[src/design/hbt_pkg.sv]
package hbt_pkg;
  // Control and status addresses of this block
  localparam logic [11:0] HBT_CSR_TSEL = 12'h7A0;
  localparam logic [11:0] HBT_CSR_TD1 = 12'h7A1;
  localparam logic [11:0] HBT_CSR_TD2 = 12'h7A2;
  localparam logic [11:0] HBT_CSR_TD3 = 12'h7A3;
  localparam logic [11:0] HBT_CSR_DCSR = 12'h7B0;
  localparam logic [11:0] HBT_CSR_DPC = 12'h7B1;
  localparam logic [11:0] HBT_CSR_DSCR = 12'h7B2;

  localparam int HBT_NUM_BP = 2;
  localparam logic [31:0] HBT_NUM_BP_W = 32'h0000_0002;

  // Match control field positions
  localparam int HBT_B_LOAD = 0;
  localparam int HBT_B_STORE = 1;
  localparam int HBT_B_FETCH = 2;
  localparam int HBT_B_USER = 3;
  localparam int HBT_B_SUP = 4;
  localparam int HBT_B_MACH = 6;
  localparam int HBT_B_MATCH_LO = 7;
  localparam int HBT_B_CHAIN = 11;
  localparam int HBT_B_ACT_LO = 12;
  localparam int HBT_B_DMODE = 27;

  localparam logic [3:0] HBT_TYPE_NONE = 4'h0;
  localparam logic [3:0] HBT_TYPE_MATCH = 4'h2;
  localparam logic [5:0] HBT_MASKMAX = 6'h04;
  localparam logic [5:0] HBT_ACT_EXC = 6'h00;
  localparam logic [5:0] HBT_ACT_DBG = 6'h01;
  localparam logic [3:0] HBT_MATCH_EQ = 4'h0;
  localparam logic [3:0] HBT_MATCH_NAPOT = 4'h1;
  localparam logic [3:0] HBT_MATCH_GE = 4'h2;
  localparam logic [3:0] HBT_MATCH_LT = 4'h3;
  localparam logic [1:0] HBT_PRIV_U = 2'h0;
  localparam logic [1:0] HBT_PRIV_S = 2'h1;
  localparam logic [1:0] HBT_PRIV_M = 2'h3;
  localparam logic [31:0] HBT_RST_WORD = 32'h0000_0000;

  typedef enum logic [1:0] {HBT_K_LOAD, HBT_K_STORE, HBT_K_FETCH} hbt_kind_t;

  typedef struct packed {
    logic load;
    logic store;
    logic fetch;
    logic user;
    logic sup;
    logic mach;
    logic [3:0] match;
    logic chain;
    logic [5:0] action;
    logic dmode;
  } hbt_mctl_t;

  localparam hbt_mctl_t HBT_MCTL_RST = '0;

  typedef struct packed {
    logic valid;
    logic we;
    logic [11:0] addr;
    logic [31:0] wdata;
  } hbt_csr_req_t;

  typedef struct packed {
    logic valid;
    hbt_kind_t kind;
    logic [1:0] priv;
    logic [31:0] addr;
    logic [1:0] size;
  } hbt_acc_t;
endpackage

[src/design/hbt_trigger_csr.sv]
// Contract
// Debug registers need debug mode; select and trigger data need debug or machine.
// Select value chooses which breakpoint bank appears at trigger data addresses.
// Select index keeps only implemented indices; writes of others are refused.
// Type nibble of first data register: 0 absent, 2 address match.
// Exactly two breakpoints per hart, shared by debug and machine mode.
// First data is match control, second match address, third reserved.
// Machine access to a debug-only breakpoint's data registers is illegal.
// Debug entry captures PC; resume address is the held debug PC.
// Action field legal values 0 exception and 1 debug; reset 0.
// Load, store, fetch bits restrict matching; any combination works.
// Machine, supervisor, user bits restrict matching; bit 5 reserved.
// Match type selects exact, power-of-two, or chained range compare.
// Power-of-two size comes from trailing ones of the match address.
// Read-only field reports largest power-of-two range log, value 4.
// Widest encoding compares only address bit 31.
// Chained range: lower breakpoint bottom, higher one past top.
// With chain set, second fires only when both comparisons hold.
// Timing and select bits always read zero.
// Match control type field returns 2, except where R21 hides it as 0.
// Debug traps are separate from exceptions and signalled precisely.
// Breakpoint held by debug mode reads type 0 to machine mode.
// Any byte of a multi-byte access inside the range hits.
// Reserved bits read zero; debug scratch stores written data.
`timescale 1ns/1ps
module hbt_trigger_csr
  import hbt_pkg::*;
(
  // Clock and reset
  input wire logic i_mclk,
  input wire logic i_reset_n,
  // Register access from the hart
  input wire hbt_csr_req_t i_csr,
  input wire logic i_debug_mode,
  input wire logic [1:0] i_priv,
  output logic o_csr_ack,
  output logic o_csr_illegal,
  output logic [31:0] o_csr_rdata,
  // Memory access observed for matching
  input wire hbt_acc_t i_acc,
  output logic o_bp_exc,
  output logic o_bp_debug,
  output logic [31:0] o_bp_addr,
  // Debug entry and resume
  input wire logic i_dbg_enter,
  input wire logic [31:0] i_pc,
  output logic [31:0] o_resume_pc
);

  logic sel_q;
  hbt_mctl_t mc_q [HBT_NUM_BP];
  logic [31:0] maddr_q [HBT_NUM_BP];
  logic [31:0] dcsr_q;
  logic [31:0] dscratch_q;

  logic is_trig, is_td, is_dbg, lock, illegal, wr_ok;
  logic [31:0] rdata;
  logic hit0, hit1, fire;
  logic [5:0] fire_act;

  // Trailing ones of the address plus the next bit are don't-care
  function automatic logic [31:0] napot_mask(input logic [31:0] ma);
    logic [31:0] m;
    logic run;
    m = '0;
    run = 1'b1;
    for (int i = 0; i < 32; i++) begin
      if (run) begin
        m[i] = 1'b1;
      end
      if (!ma[i]) begin
        run = 1'b0;
      end
    end
    return m;
  endfunction

  function automatic logic [31:0] mctl_word(input hbt_mctl_t m, input logic hide);
    logic [31:0] w;
    w = '0;
    w[31:28] = hide ? HBT_TYPE_NONE : HBT_TYPE_MATCH;
    w[HBT_B_DMODE] = m.dmode;
    w[26:21] = HBT_MASKMAX;
    w[HBT_B_ACT_LO +: 6] = m.action;
    w[HBT_B_CHAIN] = m.chain;
    w[HBT_B_MATCH_LO +: 4] = m.match;
    w[HBT_B_MACH] = m.mach;
    w[HBT_B_SUP] = m.sup;
    w[HBT_B_USER] = m.user;
    w[HBT_B_FETCH] = m.fetch;
    w[HBT_B_STORE] = m.store;
    w[HBT_B_LOAD] = m.load;
    return w; // bits 5, 18, 19, 20 stay zero
  endfunction

  function automatic hbt_mctl_t mctl_legal(input logic [31:0] w, input hbt_mctl_t old,
                                           input logic dbg);
    hbt_mctl_t m;
    m.load = w[HBT_B_LOAD];
    m.store = w[HBT_B_STORE];
    m.fetch = w[HBT_B_FETCH];
    m.user = w[HBT_B_USER];
    m.sup = w[HBT_B_SUP];
    m.mach = w[HBT_B_MACH];
    m.match = (w[HBT_B_MATCH_LO +: 4] <= HBT_MATCH_LT) ? w[HBT_B_MATCH_LO +: 4]
                                                     : HBT_MATCH_EQ;
    m.chain = w[HBT_B_CHAIN];
    m.action = (w[HBT_B_ACT_LO +: 6] == HBT_ACT_DBG) ? HBT_ACT_DBG : HBT_ACT_EXC;
    // Only debug code may claim or release a breakpoint
    m.dmode = dbg ? w[HBT_B_DMODE] : old.dmode;
    return m;
  endfunction

  function automatic logic bp_hit(input hbt_mctl_t m, input logic [31:0] ma,
                                  input hbt_acc_t a);
    logic kind_ok, priv_ok, addr_ok;
    logic [31:0] mask;
    logic [32:0] lo, hi, a_lo, a_hi;
    mask = (m.match == HBT_MATCH_NAPOT) ? napot_mask(ma) : '0;
    lo = {1'b0, ma & ~mask};
    hi = {1'b0, ma | mask};
    a_lo = {1'b0, a.addr};
    a_hi = a_lo + ((33'h1 << a.size) - 33'h1);
    case (a.kind)
      HBT_K_LOAD: kind_ok = m.load;
      HBT_K_STORE: kind_ok = m.store;
      HBT_K_FETCH: kind_ok = m.fetch;
      default: kind_ok = 1'b0;
    endcase
    case (a.priv)
      HBT_PRIV_U: priv_ok = m.user;
      HBT_PRIV_S: priv_ok = m.sup;
      HBT_PRIV_M: priv_ok = m.mach;
      default: priv_ok = 1'b0;
    endcase
    case (m.match)
      HBT_MATCH_EQ, HBT_MATCH_NAPOT: addr_ok = (a_hi >= lo) && (a_lo <= hi);
      HBT_MATCH_GE: addr_ok = a_hi >= {1'b0, ma};
      HBT_MATCH_LT: addr_ok = a_lo < {1'b0, ma};
      default: addr_ok = 1'b0;
    endcase
    return a.valid && kind_ok && priv_ok && addr_ok;
  endfunction

  // Access decode and read mux
  always_comb begin
    is_td = (i_csr.addr == HBT_CSR_TD1) || (i_csr.addr == HBT_CSR_TD2)
            || (i_csr.addr == HBT_CSR_TD3);
    is_trig = is_td || (i_csr.addr == HBT_CSR_TSEL);
    is_dbg = (i_csr.addr == HBT_CSR_DCSR) || (i_csr.addr == HBT_CSR_DPC)
             || (i_csr.addr == HBT_CSR_DSCR);
    lock = is_td && !i_debug_mode && mc_q[sel_q].dmode;
    illegal = is_dbg ? !i_debug_mode
            : is_trig ? !(i_debug_mode || i_priv == HBT_PRIV_M) || lock
            : 1'b1;
    wr_ok = i_csr.valid && i_csr.we && !illegal;
    case (i_csr.addr)
      HBT_CSR_TSEL: rdata = {31'h0, sel_q};
      HBT_CSR_TD1: rdata = mctl_word(mc_q[sel_q], lock);
      HBT_CSR_TD2: rdata = maddr_q[sel_q];
      HBT_CSR_TD3: rdata = HBT_RST_WORD;
      HBT_CSR_DCSR: rdata = dcsr_q;
      HBT_CSR_DPC: rdata = o_resume_pc;
      HBT_CSR_DSCR: rdata = dscratch_q;
      default: rdata = HBT_RST_WORD;
    endcase
  end

  // Register answer, one cycle after the request
  always_ff @(posedge i_mclk or negedge i_reset_n) begin
    if (!i_reset_n) begin
      o_csr_ack <= 1'b0;
      o_csr_illegal <= 1'b0;
      o_csr_rdata <= HBT_RST_WORD;
    end else begin
      o_csr_ack <= i_csr.valid;
      o_csr_illegal <= i_csr.valid && illegal;
      o_csr_rdata <= (i_csr.valid && !illegal) ? rdata : HBT_RST_WORD;
    end
  end

  // Select index: out-of-range writes leave the old index in place
  always_ff @(posedge i_mclk or negedge i_reset_n) begin
    if (!i_reset_n) begin
      sel_q <= 1'b0;
    end else if (wr_ok && i_csr.addr == HBT_CSR_TSEL && i_csr.wdata < HBT_NUM_BP_W) begin
      sel_q <= i_csr.wdata[0];
    end
  end

  // Breakpoint banks
  always_ff @(posedge i_mclk or negedge i_reset_n) begin
    if (!i_reset_n) begin
      for (int i = 0; i < HBT_NUM_BP; i++) begin
        mc_q[i] <= HBT_MCTL_RST;
        maddr_q[i] <= HBT_RST_WORD;
      end
    end else if (wr_ok && i_csr.addr == HBT_CSR_TD1) begin
      mc_q[sel_q] <= mctl_legal(i_csr.wdata, mc_q[sel_q], i_debug_mode);
    end else if (wr_ok && i_csr.addr == HBT_CSR_TD2) begin
      maddr_q[sel_q] <= i_csr.wdata;
    end
  end

  // Debug-only registers; debug entry wins over a software write of the PC
  always_ff @(posedge i_mclk or negedge i_reset_n) begin
    if (!i_reset_n) begin
      o_resume_pc <= HBT_RST_WORD;
      dcsr_q <= HBT_RST_WORD;
      dscratch_q <= HBT_RST_WORD;
    end else begin
      if (i_dbg_enter) begin
        o_resume_pc <= i_pc;
      end else if (wr_ok && i_csr.addr == HBT_CSR_DPC) begin
        o_resume_pc <= i_csr.wdata;
      end
      if (wr_ok && i_csr.addr == HBT_CSR_DCSR) begin
        dcsr_q <= i_csr.wdata;
      end
      if (wr_ok && i_csr.addr == HBT_CSR_DSCR) begin
        dscratch_q <= i_csr.wdata;
      end
    end
  end

  // Match and chaining: a chained pair acts with the upper breakpoint's action
  always_comb begin
    hit0 = bp_hit(mc_q[0], maddr_q[0], i_acc);
    hit1 = bp_hit(mc_q[1], maddr_q[1], i_acc);
    if (mc_q[0].chain) begin
      fire = hit0 && hit1;
      fire_act = mc_q[1].action;
    end else begin
      fire = hit0 || hit1;
      fire_act = hit0 ? mc_q[0].action : mc_q[1].action;
    end
  end

  // Registered trap request, raised the cycle after the matching access
  always_ff @(posedge i_mclk or negedge i_reset_n) begin
    if (!i_reset_n) begin
      o_bp_exc <= 1'b0;
      o_bp_debug <= 1'b0;
      o_bp_addr <= HBT_RST_WORD;
    end else begin
      o_bp_exc <= fire && fire_act == HBT_ACT_EXC;
      o_bp_debug <= fire && fire_act == HBT_ACT_DBG;
      if (fire) begin
        o_bp_addr <= i_acc.addr;
      end
    end
  end
endmodule

[config.mk]
export PLATFORM = sky130hd
export DESIGN_NAME = hbt_trigger_csr
export DESIGN_NICKNAME = d
export VERILOG_FILES = /design/src/design/hbt_pkg.sv /design/src/design/hbt_trigger_csr.sv
export SDC_FILE = /design/constraint.sdc
export NUM_CORES = 1
export LEC_CHECK = 0
export BUFFER_PORTS_ARGS = -buffer_cell sky130_fd_sc_hd__clkbuf_2
export CAP_MARGIN = 10
export CORE_ASPECT_RATIO = 0.6
export CORE_UTILIZATION = 55
export CTS_BUF_LIST = sky130_fd_sc_hd__clkbuf_8 sky130_fd_sc_hd__clkbuf_16
export DETAILED_ROUTE_END_ITERATION = 7
export PLACE_DENSITY = 0.86
export SYNTH_ARGS = -nofsm -noshare
export SYNTH_HDL_FRONTEND = slang
export SYNTH_SLANG_ARGS = --single-unit
[constraint.sdc]
create_clock -name i_mclk -period 5.4 [get_ports i_mclk]
set_input_delay 1.35 -clock i_mclk [delete_from_list [all_inputs] [get_ports i_mclk]]
set_output_delay 1.35 -clock i_mclk [all_outputs]
set_load 0.005 [all_outputs]
Word-level counts from Yosys, hierarchy flattened. Cells that the tools add are included.

Flip-flop bits (word level): 265. Logic and storage cells: 275. Bits of input ports: 123.

$add $sub $neg: 2. Eq/ne operators: 20. Multiplexer cells: 155. Magnitude comparators: 12. Bitwise operators: 8. Shifts and indexed selects: 1. Reductions and logical operators: 45.

Operators by type and width (number): 32-bit two-way mux (9); 32-bit case mux with 6 select lines (1); 33-bit by 32-bit greater-or-equal comparator with 1-bit output (4); 1-bit two-way mux (127); 12-bit by 11-bit equality test with 1-bit output (second input constant) (7); 18-bit two-way mux (4); 32-bit AND (2); 64-bit bitwise mux (1); 32-bit <= comparator (2); 32-bit < comparator (2); 32-bit NOT (2); 32-bit bitwise OR (2); 36-bit bitwise mux (1); 32-bit by 33-bit adder with 33-bit output (1); 1-bit by 2-bit << shifter with 33-bit output (first input constant) (1); 33-bit by 1-bit subtractor with 33-bit output (second input constant) (1); 32-bit demux with 1-bit select (1); 32-bit by 2-bit < comparator with 1-bit output (second input constant) (1); 1-bit logical AND (25); 18-bit demux with 1-bit select (1); 1-bit case mux with 3 select lines (6); 4-bit by 2-bit equality test with 1-bit output (second input constant) (4); 6-bit by 1-bit equality test with 1-bit output (second input constant) (2); 6-bit two-way mux (2); other kinds (18) (34).

Logic depth before layout (Yosys ltp).
Depth in word-level cells: 43. Depth in mapped cells: 27. Depth with buffers taken out: 26.

Worst setup path after synthesis. OpenSTA, ideal clock, no wires.

Path type: input to register. Start: input port i_acc[1] in the netlist's numbering. End: register o_bp_addr[0]. Library setup time: 0.125 ns. Arrival: 6.655 ns. Path buffers: 1. Stages on the path: 27. Setup slack: -1.380 ns. Required time: 5.275 ns. Cells stage by stage: nand2b_1 > ha_1 > inv_1 > ha_1 > fa_1 > a21o_1 > a21oi_1 > nand2b_1 > a221oi_1 > o21ai_0 > a31oi_1 > a221o_1 > a41oi_1 > o211ai_1 > xor2_1 > ha_1 > nand4_1 > a21boi_0 > o2111ai_1 > a2111oi_0 > o21ai_0 > a21oi_1 > a211o_1 > o311ai_1 > maj3_4 > buf_12 > mux2_4.

Cells in the longest elaborated chain, start to end: 9.

RTL lines: start: declaration (line hbt_trigger_csr.sv:40) `input wire hbt_acc_t i_acc,`; 1-bit by 2-bit << shifter with 33-bit output (*) (line hbt_trigger_csr.sv:123) `a_hi = a_lo + ((33'h1 << a.size) - 33'h1);`; 33-bit by 1-bit subtractor with 33-bit output (*) (line hbt_trigger_csr.sv:123); 32-bit by 33-bit adder with 33-bit output (*) (line hbt_trigger_csr.sv:123); 33-bit by 32-bit greater-or-equal comparator with 1-bit output (line hbt_trigger_csr.sv:137) `HBT_MATCH_EQ, HBT_MATCH_NAPOT: addr_ok = (a_hi >= lo) && (a_lo <= hi);`; 1-bit logical AND (line hbt_trigger_csr.sv:137); 1-bit case mux with 3 select lines (line hbt_trigger_csr.sv:136) `case (m.match)`; 1-bit logical AND (line hbt_trigger_csr.sv:142) `return a.valid && kind_ok && priv_ok && addr_ok;`; 1-bit logical OR or 1-bit logical AND (tied branches) (line hbt_trigger_csr.sv:234, hbt_trigger_csr.sv:231); 1-bit two-way mux (*) (line hbt_trigger_csr.sv:230) `if (mc_q[0].chain) begin`; end signal: assignment (line hbt_trigger_csr.sv:249) `o_bp_addr <= i_acc.addr;`; end: declaration (line hbt_trigger_csr.sv:43) `output logic [31:0] o_bp_addr,`.

Mark *: on every way between the ends. The rest lies on a longest branch, timed or not. A chain may end at the register's enable or synchronous reset.

Final worst setup path.
Start: input port i_acc[1] in the netlist's numbering. End: register o_bp_addr[15].

The elaborated chain is that of the path after synthesis.

==> flow_summary_export.csv <==
group,metric,value,unit
global_routing,grt_max_degree,107,
worst_hold_path,hold_path_class,"register to register",
cts,cts_htree_levels,1,
floorplan,num_rows,53,
drt,drt_iter0_markers,2320,
floorplan,die_area,36700,sq um
synthesis,syn-cell-area,19700,sq um
setup_path,cpPeakStageDelay,0.40,ns
power,p_per_area,203,nW/um^2
timing,rsz0062_at_grt,"yes",
synthesis,ys_seq_area_share,32.3,%
drt,wl_per_cell,23.3,um
cts,clock-sinks,255,
setup_path,worstSetupStartpoint,"i_acc[1]",
cts,cts_made_buffers,26,
drt,wl_met2,31500,um
setup_path,crit_type,"input port to register",
cts,cts-root-buf,"clkbuf_16",
cts,cts_buffer_depth,3,
status,outcome,"finished with violations",
timing,relSlewSlack,20.2,%
synthesis,synth_cell_types,68,
synthesis,synth_edf_count,0,
setup_path,worstPathArrival,6.93,ns
setup_path,start_kind,"input port",
place,finalWeightedCongestion,1.00,
floorplan,core,35100,sq um
drt,wl_met3,8530,um
synthesis,ys_ff_latch,255,
global_routing,antenna_found_initial,3,
synthesis,ys.flop_type,"dfrtp_1",
timing,finalSetupTns,-33.30,ns
drt,via_count,19700,
cts,insertion_delay,0.58,ns
global_routing,grt_usage,40.2,%
cells_and_area,nets,3112,
timing,skew,0.0246,ns
setup_path,crit_top_cell,"buf_4",
power,p_leak,13.6,nW
timing,timing.final.ws_setup,-1.08,ns
drt,ant_nets,0,
floorplan,num_io_pins,223,
floorplan,fp.dieW,247,um
synthesis,synth.avg_cell_area,9.11,sq um
timing,setup-violations-final,34,
drt,routed.top_layer,"met4",
cts,clkSlewWorstSetupHoldPaths,0.07,ns
setup_path,slowest_stage,"nor4_1",
timing,tightest_slew,1.20,ns
drt,routed_wl,74300,um
drt,wl_met1,31600,um
timing,min_period_over_period,120,%
timing,period_needed,6.48,ns
place,portBuffers,222,
synthesis,synthArstFlopShare,100,%
setup_path,end_kind,"register",
power,ir_drop,205,uV
drt,vias_per_cell,6.19,
synthesis,synthesis.nets,2580,
floorplan,initial_core_util,56.2,%
global_routing,grt_overflow_total,0,
job,max-cap-violations,0,
global_routing,grt_pass1_wl,112000,um
cells_and_area,drive_gt1_share,29.4,%
status,violations,"setup timing",
global_routing,grt_pass1_vias,19200,
cells_and_area,final_util,71.2,%
timing,fmax,0.154,GHz
cts,cts_tree,"done",
place,dp.cells,3125,
cells_and_area,area_growth,26.7,%
synthesis,synth_warnings,0,
drt,first_pass_iters,7,
setup_path,worstPathRequired,5.85,ns
place,dp_hpwl,58200,um
worst_hold_path,min-delay-start,"dcsr_q[2]",
timing,final-hold-violation-count,0,
drt,drc,0,
synthesis,syn_inst,2167,
setup_path,timing.rr.start,"mc_q[11]",
setup_path,cp_max_fo,5,
cells_and_area,fillers,2629,
timing,finalMaxSlewViolations,0,
cells_and_area,fin_cells,3187,
floorplan,die_h,149,um
place,dpl_worst_slack,-2.01,ns
## cells in the final DEF (no fill, tap or decap), drive strengths merged, types with 18 or more instances in the layout
master	count
a221oi	18
nor4	22
buf	360
inv	130
nor2b	18
clkbuf	248
xnor2	21
nand2b	25
dfrtp	255
a31oi	20
nand4	45
o21ai	227
ha	289
nor2	146
nor3	31
a21o	49
mux2i	88
nand2	252
a21oi	152
mux2	116
nand3	38
## metrics by stage
step	cell area (sq um)	total power, mW	hold WS [ns]
floorplan	19800	2.49	0.457
finish	25000	5.09	0.509
CTS	25000	5.05	0.510
global placement	23800	3.08	0.466
global route	25000	5.27	0.517
detailed placement	23800	3.11	0.495
## layer usage
| metal | GRT usage, % | vias up |
|---|---|---|
| met3 | 10.3 | 176 |
| met2 | 59.8 | 1110 |
| li1 | - | 8975 |
| met4 | 13.8 | 0 |
| met1 | 56.6 | 9467 |
| met5 | 0 | - |
## report_power, final
part | leakage (nW) | switching, mW | internal [mW] | total, mW
clock network | 0.444 | 0.877 | 1.06 | 1.94
logic | 10.0 | 0.665 | 0.533 | 1.20
registers | 3.14 | 0.0202 | 1.93 | 1.95
total | 13.6 | 1.56 | 3.53 | 5.09
## worst max-delay path: cells and delay by family
family,cells,cell delay (ns)
AOI/OAI and AO/OA,8,1.22
muxes,1,0.29
adders and majority gates,5,1.46
and+or+nand+nor,7,1.27
buffers and inverters,9,1.18
xor gates and xnor gates,1,0.15
## cell type report
class / instances / area [sq um] / area share, %
Multi-Input combinational cell: 1712 / 12800 / 51.1
Sequential cell: 255 / 6380 / 25.5
Timing Repair Buffer: 580 / 3900 / 15.6
Clock buffer: 28 / 678 / 2.71
Tap cell: 467 / 584 / 2.34
Inverter: 124 / 468 / 1.87
Clock inverter: 19 / 206 / 0.825
Antenna cell: 2 / 5.00 / 0.0200
## repair_timing
action / 4_1_cts / 5_1_grt
setup endpoints to repair: 34 / 34
resized for setup: 32 / 11
pin swaps: 33 / 4
gates cloned: 2 / 0
hold buffers: 0 / 0
buffers inserted: 14 / 1
## sequential cells by signal, summed over array words and instances, names as in the netlist, 26 cells and up
name / flops
mc_q: 26
o_resume_pc: 32
maddr_q: 64
dscratch_q: 32
o_bp_addr: 32
o_csr_rdata: 32
dcsr_q: 32
## worst paths after layout
kind | endpoint | slack [ns] | cells after the start
hold / removal | dcsr_q[2] | 0.51 | 1
max in group asynchronous | maddr_q[8] | 3.33 | 2
setup / recovery | o_bp_addr[15] | -1.08 | 31
min in group asynchronous | o_bp_addr[22] | 0.84 | 1
hold reg to reg | dcsr_q[2] | 0.51 | 1
setup reg to reg | o_bp_addr[15] | -0.75 | 26
## synthesized netlist by cell type (4+ instances only)
cell	count	share of area (%)
inv_1	124	2.4
a21oi_1	150	3.8
clkbuf_1	44	0.84
and4_1	6	0.27
nor3_1	30	0.76
nor4_2	4	0.25
nor4_1	18	0.57
xor2_1	8	0.35
a22oi_1	13	0.49
o31ai_1	7	0.27
mux2_2	82	4.7
a21o_1	49	1.9
o21ai_0	213	5.4
o211ai_1	12	0.46
a221o_1	4	0.20
buf_2	16	0.41
mux2i_1	88	4.5
ha_1	289	18
nand2b_1	25	0.79
a211oi_1	16	0.61
a21boi_0	4	0.15
o21ai_1	14	0.35
a31oi_1	20	0.63
nor2b_1	18	0.57
mux2_1	4	0.23
and3_1	13	0.41
o21bai_1	5	0.19
buf_1	10	0.19
nand3_1	38	0.96
dfrtp_1	255	32
a221oi_1	18	0.80
xnor2_1	21	0.93
or2_2	7	0.22
nor2_1	146	2.8
nand4_1	45	1.4
a2111oi_0	5	0.22
o21a_1	10	0.38
nand2_1	252	4.8
mux2_4	30	2.3
or4_1	5	0.19
a211o_1	9	0.40
## logic make-up (layout without fill, tap and decap cells)
group,Yosys count,after routing,synth area share (%)
AOI/OAI and AO/OA,569,569,17.4
xor gates and xnor gates,29,29,1.29
adders and majority gates,291,291,18.5
buffers and inverters,200,751,4.26
DFF,255,255,32.3
muxes,204,204,11.6
other,0,2,0
and+or+nand+nor,619,619,14.6
(Power assumes the default switching activity.)
